**config.mk**
```make
export PLATFORM = sky130hd
export DESIGN_NAME = ptw_unit
export DESIGN_NICKNAME = d
export VERILOG_FILES = /design/src/hw/ptw_unit.v
export VERILOG_INCLUDE_DIRS = /design/src /design/src/hw
export SDC_FILE = /design/constraint.sdc
export NUM_CORES = 2
export LEC_CHECK = 0
export ABC_AREA = 1
export ABC_CLOCK_PERIOD_IN_PS = 6400
export BUFFER_PORTS_ARGS = -buffer_cell sky130_fd_sc_hd__buf_4
export CAP_MARGIN = 5
export CORE_ASPECT_RATIO = 1.2
export CORE_UTILIZATION = 55
export DETAILED_ROUTE_END_ITERATION = 12
export PLACE_DENSITY_LB_ADDON = 0.05
export SYNTH_ARGS = -nofsm -noshare
export SYNTH_HDL_FRONTEND = slang
export SYNTH_SLANG_ARGS = --single-unit
```
**constraint.sdc**
```tcl
create_clock -name i_clk -period 6.4 [get_ports i_clk]
set_input_delay 0.64 -clock i_clk [delete_from_list [all_inputs] [get_ports i_clk]]
set_output_delay 0.64 -clock i_clk [all_outputs]
set_load 0.05 [all_outputs]
```
**src/hw/ptw_map.vh**
```
// Constants for the paging translation and table walk unit.
`ifndef PTW_MAP_VH
`define PTW_MAP_VH
// Register byte offsets on the APB bus.
`define PTW_OFS_DIR_BASE   12'h000
`define PTW_OFS_FAULT_LIN  12'h004
`define PTW_OFS_ERR_CODE   12'h008
`define PTW_OFS_SAVED_IP   12'h00C
`define PTW_OFS_STATUS     12'h010
// Table entry flag positions.
`define PTW_BIT_P          0
`define PTW_BIT_RW         1
`define PTW_BIT_US         2
`define PTW_BIT_A          5
`define PTW_BIT_D          6
// Exception vector for a page fault.
`define PTW_VEC_PF         8'h0E
// Reset values.
`define PTW_RST_WORD       32'h0000_0000
`endif

```
**src/hw/ptw_unit.v**
```verilog
// Paging unit: translation cache, two-level table walk and fault reporting.
//
// Chosen here: the register addresses and register access over APB.
`timescale 1ns/1ps
`include "ptw_map.vh"
module ptw_unit (
   // Clock, reset and clock enable.
   input  wire        i_clk,
   input  wire        i_rst,
   input  wire        i_ce,
   // Request from the segmentation logic.
   input  wire        i_req,
   input  wire [31:0] i_lin_addr,
   input  wire        i_write,
   input  wire        i_user,
   input  wire        i_desc_acc,
   input  wire [31:0] i_wdata,
   input  wire [31:0] i_instr_ptr,
   input  wire        i_handler_entry,
   // Task switch reload of the directory base.
   input  wire        i_task_switch,
   input  wire [31:0] i_task_dir_base,
   // Answer to the segmentation logic.
   output reg         o_busy,
   output reg         o_done,
   output reg         o_fault,
   output reg  [7:0]  o_fault_vec,
   output reg  [15:0] o_err_code,
   output reg  [31:0] o_rdata,
   // External memory bus.
   output reg         o_mem_req,
   output reg  [31:0] o_mem_addr,
   output reg         o_mem_we,
   output reg  [31:0] o_mem_wdata,
   output reg         o_mem_lock,
   input  wire        i_mem_ack,
   input  wire [31:0] i_mem_rdata,
   // APB register port.
   input  wire        i_psel,
   input  wire        i_penable,
   input  wire        i_pwrite,
   input  wire [11:0] i_paddr,
   input  wire [31:0] i_pwdata,
   output reg  [31:0] o_prdata,
   output reg         o_pready,
   output reg         o_pslverr
);
   // Walk states.
   localparam [2:0] S_IDLE = 3'd0;
   localparam [2:0] S_LOOK = 3'd1;
   localparam [2:0] S_PDRD = 3'd2;
   localparam [2:0] S_PDWR = 3'd3;
   localparam [2:0] S_PTRD = 3'd4;
   localparam [2:0] S_PTWR = 3'd5;
   localparam [2:0] S_OPER = 3'd6;

   reg  [2:0]  state;           // Walk state.
   reg  [31:0] la;              // Latched linear address.
   reg         acc_wr;          // Latched write direction.
   reg         acc_usr;         // Latched user mode.
   reg         acc_desc;        // Latched descriptor table access.
   reg  [31:0] acc_wdata;       // Latched operand write data.
   reg  [31:0] acc_ip;          // Latched instruction pointer.
   reg  [31:0] pde;             // Fetched directory entry.
   reg  [31:0] directory_base_reg;
   reg  [31:0] fault_linear_address_reg;
   reg  [31:0] saved_instruction_pointer;
   reg         nested_fault;    // Last fault struck during handler entry.
   reg  [15:0] fault_cnt;       // Faults seen since reset.

   // Translation cache: 8 sets of 4 ways, index {set, way}.
   reg  [19:0] tlb_tag [0:31];
   reg  [19:0] tlb_frm [0:31];
   reg  [31:0] tlb_vld;
   reg  [31:0] tlb_usr;
   reg  [31:0] tlb_rw;
   reg  [31:0] tlb_drt;
   reg  [2:0]  plru [0:7];      // Tree bits per set.

   wire [2:0]  set = la[14:12]; // Set index from low page number bits.

   // Way search inside the selected set.
   reg         hit;
   reg  [1:0]  hit_way;
   reg         free;
   reg  [1:0]  free_way;
   integer     w;
   always @* begin
      hit      = 1'b0;
      hit_way  = 2'd0;
      free     = 1'b0;
      free_way = 2'd0;
      for (w = 3; w >= 0; w = w - 1) begin
         // Upper 20 linear bits against each valid tag.
         if (tlb_vld[{set, w[1:0]}] && tlb_tag[{set, w[1:0]}] == la[31:12]) begin
            hit     = 1'b1;
            hit_way = w[1:0];
         end
         if (!tlb_vld[{set, w[1:0]}]) begin
            free     = 1'b1;
            free_way = w[1:0];
         end
      end
   end

   wire [4:0]  hidx = {set, hit_way};
   // Victim: the hit way on a re-walk, so no tag is held twice; else free, else tree.
   wire [2:0]  tree = plru[set];
   wire [1:0]  plru_way = tree[0] ? {1'b1, tree[2]} : {1'b0, tree[1]};
   wire [1:0]  vict = hit ? hit_way : (free ? free_way : plru_way);

   // Effective user mode: descriptor table accesses count as supervisor.
   wire        eff_usr = acc_usr & ~acc_desc;

   // Rights of the fetched table entry combined with the directory entry.
   wire        pt_u  = pde[`PTW_BIT_US] & i_mem_rdata[`PTW_BIT_US];
   wire        pt_w  = pde[`PTW_BIT_RW] & i_mem_rdata[`PTW_BIT_RW];
   wire        pt_pv = eff_usr & (~pt_u | (acc_wr & ~pt_w));
   // Rights of a cached entry.
   wire        hc_pv = eff_usr & (~tlb_usr[hidx] | (acc_wr & ~tlb_rw[hidx]));

   // APB decode; the access phase is the one that completes.
   wire        apb_acc = i_psel & i_penable & o_pready;
   wire        apb_wr  = apb_acc & i_pwrite;
   wire        dir_wr  = apb_wr & (i_paddr == `PTW_OFS_DIR_BASE);
   // Any directory base load flushes the cache.
   wire        flush   = dir_wr | i_task_switch;

   // Tree update on a touch of a way.
   function [2:0] plru_touch;
      input [2:0] t;
      input [1:0] wy;
      begin
         plru_touch    = t;
         plru_touch[0] = ~wy[1];
         if (wy[1])
            plru_touch[2] = ~wy[0];
         else
            plru_touch[1] = ~wy[0];
      end
   endfunction

   // Start a memory cycle on the external bus.
   task mem_start;
      input [31:0] a;
      input        we;
      input [31:0] d;
      input        lk;
      begin
         o_mem_req   <= 1'b1;
         o_mem_addr  <= a;
         o_mem_we    <= we;
         o_mem_wdata <= d;
         o_mem_lock  <= lk;
      end
   endtask

   // Raise a page fault with the given cause and return to idle.
   task raise_fault;
      input prot;
      begin
         o_done      <= 1'b1;
         o_fault     <= 1'b1;
         o_busy      <= 1'b0;
         o_mem_lock  <= 1'b0;
         // Vector stays 14 even during handler entry.
         o_fault_vec <= `PTW_VEC_PF;
         nested_fault <= i_handler_entry;
         o_err_code  <= {13'h0000, eff_usr, acc_wr, prot};
         fault_linear_address_reg  <= la;
         saved_instruction_pointer <= acc_ip;
         fault_cnt   <= fault_cnt + 16'h0001;
         state       <= S_IDLE;
      end
   endtask

   // Load a cache entry after a successful walk.
   task fill;
      input [31:0] pte;
      input        drt;
      begin
         tlb_tag[{set, vict}] <= la[31:12];
         tlb_frm[{set, vict}] <= pte[31:12];
         tlb_usr[{set, vict}] <= pde[`PTW_BIT_US] & pte[`PTW_BIT_US];
         tlb_rw[{set, vict}]  <= pde[`PTW_BIT_RW] & pte[`PTW_BIT_RW];
         tlb_drt[{set, vict}] <= drt;
         tlb_vld[{set, vict}] <= 1'b1;
         plru[set] <= plru_touch(tree, vict);
      end
   endtask

   // Walk state machine, cache and directory base.
   integer s;
   always @(posedge i_clk) begin
      if (i_rst) begin
         state       <= S_IDLE;
         la          <= `PTW_RST_WORD;
         acc_wr      <= 1'b0;
         acc_usr     <= 1'b0;
         acc_desc    <= 1'b0;
         acc_wdata   <= `PTW_RST_WORD;
         acc_ip      <= `PTW_RST_WORD;
         pde         <= `PTW_RST_WORD;
         directory_base_reg        <= `PTW_RST_WORD;
         fault_linear_address_reg  <= `PTW_RST_WORD;
         saved_instruction_pointer <= `PTW_RST_WORD;
         nested_fault <= 1'b0;
         fault_cnt   <= 16'h0000;
         tlb_vld     <= 32'h0000_0000;
         tlb_usr     <= 32'h0000_0000;
         tlb_rw      <= 32'h0000_0000;
         tlb_drt     <= 32'h0000_0000;
         for (s = 0; s < 8; s = s + 1)
            plru[s] <= 3'b000;
         o_busy      <= 1'b0;
         o_done      <= 1'b0;
         o_fault     <= 1'b0;
         o_fault_vec <= 8'h00;
         o_err_code  <= 16'h0000;
         o_rdata     <= `PTW_RST_WORD;
         o_mem_req   <= 1'b0;
         o_mem_addr  <= `PTW_RST_WORD;
         o_mem_we    <= 1'b0;
         o_mem_wdata <= `PTW_RST_WORD;
         o_mem_lock  <= 1'b0;
      end else if (i_ce) begin
         // Completion is a one-cycle pulse.
         o_done  <= 1'b0;
         o_fault <= 1'b0;
         case (state)
            // Take a request from segmentation.
            S_IDLE: begin
               if (i_req) begin
                  la        <= i_lin_addr;
                  acc_wr    <= i_write;
                  acc_usr   <= i_user;
                  acc_desc  <= i_desc_acc;
                  acc_wdata <= i_wdata;
                  acc_ip    <= i_instr_ptr;
                  o_busy    <= 1'b1;
                  state     <= S_LOOK;
               end
            end
            // Cache lookup.
            S_LOOK: begin
               if (hit && hc_pv) begin
                  raise_fault(1'b1);
               end else if (hit && !(acc_wr && !tlb_drt[hidx])) begin
                  // Frame plus untranslated offset onto the bus.
                  mem_start({tlb_frm[hidx], la[11:0]}, acc_wr, acc_wdata, 1'b0);
                  plru[set] <= plru_touch(tree, hit_way);
                  state     <= S_OPER;
               end else begin
                  // A miss, or a first write to a clean page, walks the tables.
                  mem_start({directory_base_reg[31:12], la[31:22], 2'b00},
                            1'b0, `PTW_RST_WORD, 1'b1);
                  state <= S_PDRD;
               end
            end
            // Directory entry read, locked.
            S_PDRD: begin
               if (i_mem_ack) begin
                  o_mem_req <= 1'b0;
                  pde       <= i_mem_rdata;
                  if (!i_mem_rdata[`PTW_BIT_P]) begin
                     raise_fault(1'b0);
                  end else if (!i_mem_rdata[`PTW_BIT_A]) begin
                     // Write back with accessed set in the same locked cycle.
                     mem_start(o_mem_addr, 1'b1,
                               i_mem_rdata | 32'h0000_0020, 1'b1);
                     state <= S_PDWR;
                  end else begin
                     mem_start({i_mem_rdata[31:12], la[21:12], 2'b00},
                               1'b0, `PTW_RST_WORD, 1'b1);
                     state <= S_PTRD;
                  end
               end
            end
            // Directory entry write-back, then the table entry read, still locked.
            S_PDWR: begin
               if (i_mem_ack) begin
                  o_mem_req <= 1'b0;
                  mem_start({pde[31:12], la[21:12], 2'b00},
                            1'b0, `PTW_RST_WORD, 1'b1);
                  state <= S_PTRD;
               end
            end
            // Table entry read, locked.
            S_PTRD: begin
               if (i_mem_ack) begin
                  o_mem_req <= 1'b0;
                  if (!i_mem_rdata[`PTW_BIT_P]) begin
                     raise_fault(1'b0);
                  end else if (pt_pv) begin
                     // Refused access: no fill, no dirty update.
                     raise_fault(1'b1);
                  end else if (!i_mem_rdata[`PTW_BIT_A] ||
                               (acc_wr && !i_mem_rdata[`PTW_BIT_D])) begin
                     mem_start(o_mem_addr, 1'b1,
                               i_mem_rdata | 32'h0000_0020 |
                               (acc_wr ? 32'h0000_0040 : 32'h0000_0000),
                               1'b1);
                     pde   <= pde;
                     state <= S_PTWR;
                     fill(i_mem_rdata, acc_wr | i_mem_rdata[`PTW_BIT_D]);
                  end else begin
                     fill(i_mem_rdata, i_mem_rdata[`PTW_BIT_D]);
                     mem_start({i_mem_rdata[31:12], la[11:0]}, acc_wr,
                               acc_wdata, 1'b0);
                     o_mem_lock <= 1'b0;
                     state      <= S_OPER;
                  end
               end
            end
            // Table entry write-back, then the operand access.
            S_PTWR: begin
               if (i_mem_ack) begin
                  o_mem_req <= 1'b0;
                  mem_start({o_mem_wdata[31:12], la[11:0]}, acc_wr,
                            acc_wdata, 1'b0);
                  state <= S_OPER;
               end
            end
            // Operand access on the translated address.
            S_OPER: begin
               if (i_mem_ack) begin
                  o_mem_req <= 1'b0;
                  o_rdata   <= i_mem_rdata;
                  o_done    <= 1'b1;
                  o_busy    <= 1'b0;
                  state     <= S_IDLE;
               end
            end
            default: begin
               state <= S_IDLE;
            end
         endcase
         // Directory base loads; the task record wins over software.
         if (i_task_switch)
            directory_base_reg <= {i_task_dir_base[31:12], 12'h000};
         else if (dir_wr)
            directory_base_reg <= {i_pwdata[31:12], 12'h000};
         // Flush after any fill so a fill in the same cycle does not survive it.
         if (flush)
            tlb_vld <= 32'h0000_0000;
      end
   end

   // APB slave: one wait-free access phase, errors on unmapped offsets.
   always @(posedge i_clk) begin
      if (i_rst) begin
         o_prdata  <= `PTW_RST_WORD;
         o_pready  <= 1'b0;
         o_pslverr <= 1'b0;
      end else if (i_ce) begin
         // Ready rises for the cycle after setup, once per transfer.
         o_pready  <= i_psel & ~i_penable;
         o_pslverr <= 1'b0;
         if (i_psel && !i_penable) begin
            case (i_paddr)
               `PTW_OFS_DIR_BASE:  o_prdata <= directory_base_reg;
               `PTW_OFS_FAULT_LIN: o_prdata <= fault_linear_address_reg;
               `PTW_OFS_ERR_CODE:  o_prdata <= {16'h0000, o_err_code};
               `PTW_OFS_SAVED_IP:  o_prdata <= saved_instruction_pointer;
               `PTW_OFS_STATUS:    o_prdata <= {fault_cnt, 10'h000, nested_fault,
                                                o_busy, 1'b0, state};
               default: begin
                  o_prdata  <= `PTW_RST_WORD;
                  o_pslverr <= 1'b1;
               end
            endcase
         end
      end
   end

endmodule // ptw_unit

```
==> metrics.txt <==
routability cong. 0.935; clock latency on the worst-skew pair 0.84 ns; initial cell density of the core 0.555; WP data arrival 6.67 ns; Chip Width 340 microns; Die Y-Extent 408 microns; cell row count 148; worst-margin pin slew 1.29 ns; wirelength, routed 240 mm; H-tree depth 4; vias per inst 5.88; CTS Root Cell clkbuf_16; most used cell, CP nand2_1; top-level port count 377; final worst setup slack 0.494 ns; first-pass GRT wire length 350 mm; synth top area cells edfxtp_1 (51%), dfxtp_1 (14%), nand2_1 (9.5%); power density over the cells 294 mW/mm^2; Global Route Usage Sum 0.338; biggest regs tlb_frm: 640 flops, tlb_tag: 640 flops; Post-CTS Hold Buffers 0; Final Hold Vio Count 0; setup repair bufs after CTS 0; crit share post-route 0.923; Setup violations, final 0; status finished clean; Total Die Area 0.139 sq mm; 1st-iter DRT viols 6748; crit path max fanout 56; antenna violations before repair 1; core box area 0.136 sq mm; leakage 33.0 nW; worst hold slack 0.0841 ns; total CTS buffers 176; max incr delay on CP 0.62 ns; top cell types by occurrence after synthesis nand2_1 (1911), edfxtp_1 (1280), nor2_1 (1003); clock sinks 1797; Avg Cell Area, Syn 9.66 sq um; PortBufs 334; Max IR drop VDD 264 uV; Layout Utilization 0.636; area share of the largest cell type after synthesis 0.510; crit path time final 5.91 ns; total design power 25.4 mW; ANT nets after route 0; maximum clock path buffer count 3; count of different cell masters after synthesis 51; CP required 7.16 ns; area added between synthesis and finish 14.6%; Mapped Cells 7807; path type of the worst setup path reg -> reg; Synth Warn # 0; sequential area share after synthesis 0.647; hpwl dp 146 mm; drt drc 0; # placed instances 9695; vias in the first global route 54100; hold crit path type in -> reg; max-cap viol count 0; post-cts repair resize count 0; cell with the most instances after synthesis nand2_1; detailed-route wire length per cell 23.9 microns; Non-Filler Instances 10000; RSZ-0062 raised after global routing false; crit start category flip-flop; share of cells above drive strength 1 0.108; Post-synth EDFFs 1280; fin area 0.0864 sq mm; largest net degree at the start of global routing 174; ys async rst share 0; Sum Neg Setup Slack 0 ns; total grt overflow 0; Setup crit end kind flip-flop; DP Area 0.0806 sq mm; Slowest cell on crit path buf_4; pre-CTS WS 0.641 ns; Fmax 0.169 GHz; synthesized flop and latch total 1797; leading area contributor after synthesis edfxtp_1; TritonRoute pass-1 iters 6; NumNets Final 8291; Slew Limit Fails 0; Post-Syn Area 0.0754 sq mm; TritonCTS clock tree yes; ys flop type edfxtp_1; via count 58900; Worst slew margin 0.140; clk_skew 0.0346 ns; clk slew on worst S/H paths 0.06 ns
critical path, delay by kind of cell (launching register included):
kind | cells | cell delay [ns]
and+or+nand+nor | 21 | 2.69
buffers and inverters | 7 | 2.15
DFF | 1 | 0.47
AOI/OAI and AO/OA | 3 | 0.42
per-layer routing:
metal / global-route usage / routed length (microns) / up-vias
li1: - / - / 27100
met1: 0.467 / 96700 / 28500
met2: 0.530 / 111000 / 2767
met3: 0.0489 / 21100 / 486
met4: 0.156 / 10900 / 0
met5: 0 / 0 / -
cells by family (layout without fill, tap and decap cells):
kind of cell,Yosys count,after routing,share of synthesized area
AND/OR/NAND/NOR,3419,3419,0.183
flip-flops,1797,1797,0.647
AO/OA/AOI/OAI,1580,1580,0.114
buffers and inverters,985,1376,0.0536
XOR/XNOR,24,24,0.00279
adder cells (fa/ha/maj),1,1,0.000166
other,1,20,0.0000497
worst paths after layout:
check                   end  slack (ns)             from  cells after the start
max          o_mem_wdata[2]        0.49           la[12]                     31
min            nested_fault        0.08  i_handler_entry                      3
max reg2reg  o_mem_wdata[2]        0.49           la[12]                     31
min reg2reg      acc_ip[25]        0.45       acc_ip[25]                      2
report_power, final:
part / total (mW) / leakage (nW) / switching [mW] / internal [mW]
Sequential: 12.8 / 15.8 / 0.141 / 12.6
Clock: 10.5 / 2.83 / 4.46 / 6.08
Combinational: 2.09 / 14.3 / 1.53 / 0.559
Total: 25.4 / 33.0 / 6.13 / 19.2
cell type report:
type	count	area (sq um)
Tap cell	1800	2250
Multi-Input combinational cell	5042	23000
Sequential cell	1797	48800
Antenna cell	2	5.00
Clock buffer	247	4910
Fill cell	11000	49300
Inverter	513	1940
Clock inverter	73	891
Timing Repair Buffer	543	4620
cell usage in the layout (no fill, tap or decap), types with 73 or more instances in the layout:
| master | instances |
|---|---|
| buf_4 | 499 |
| o22ai_1 | 208 |
| nand3_1 | 262 |
| inv_1 | 497 |
| o21ai_0 | 714 |
| nor3_1 | 73 |
| nand4_1 | 76 |
| nor2_1 | 962 |
| clkbuf_16 | 182 |
| dfxtp_1 | 514 |
| a21oi_1 | 400 |
| edfxtp_1 | 1280 |
| nand2_1 | 1910 |
| o21ai_1 | 107 |
Power figures use the tool's default switching activity.
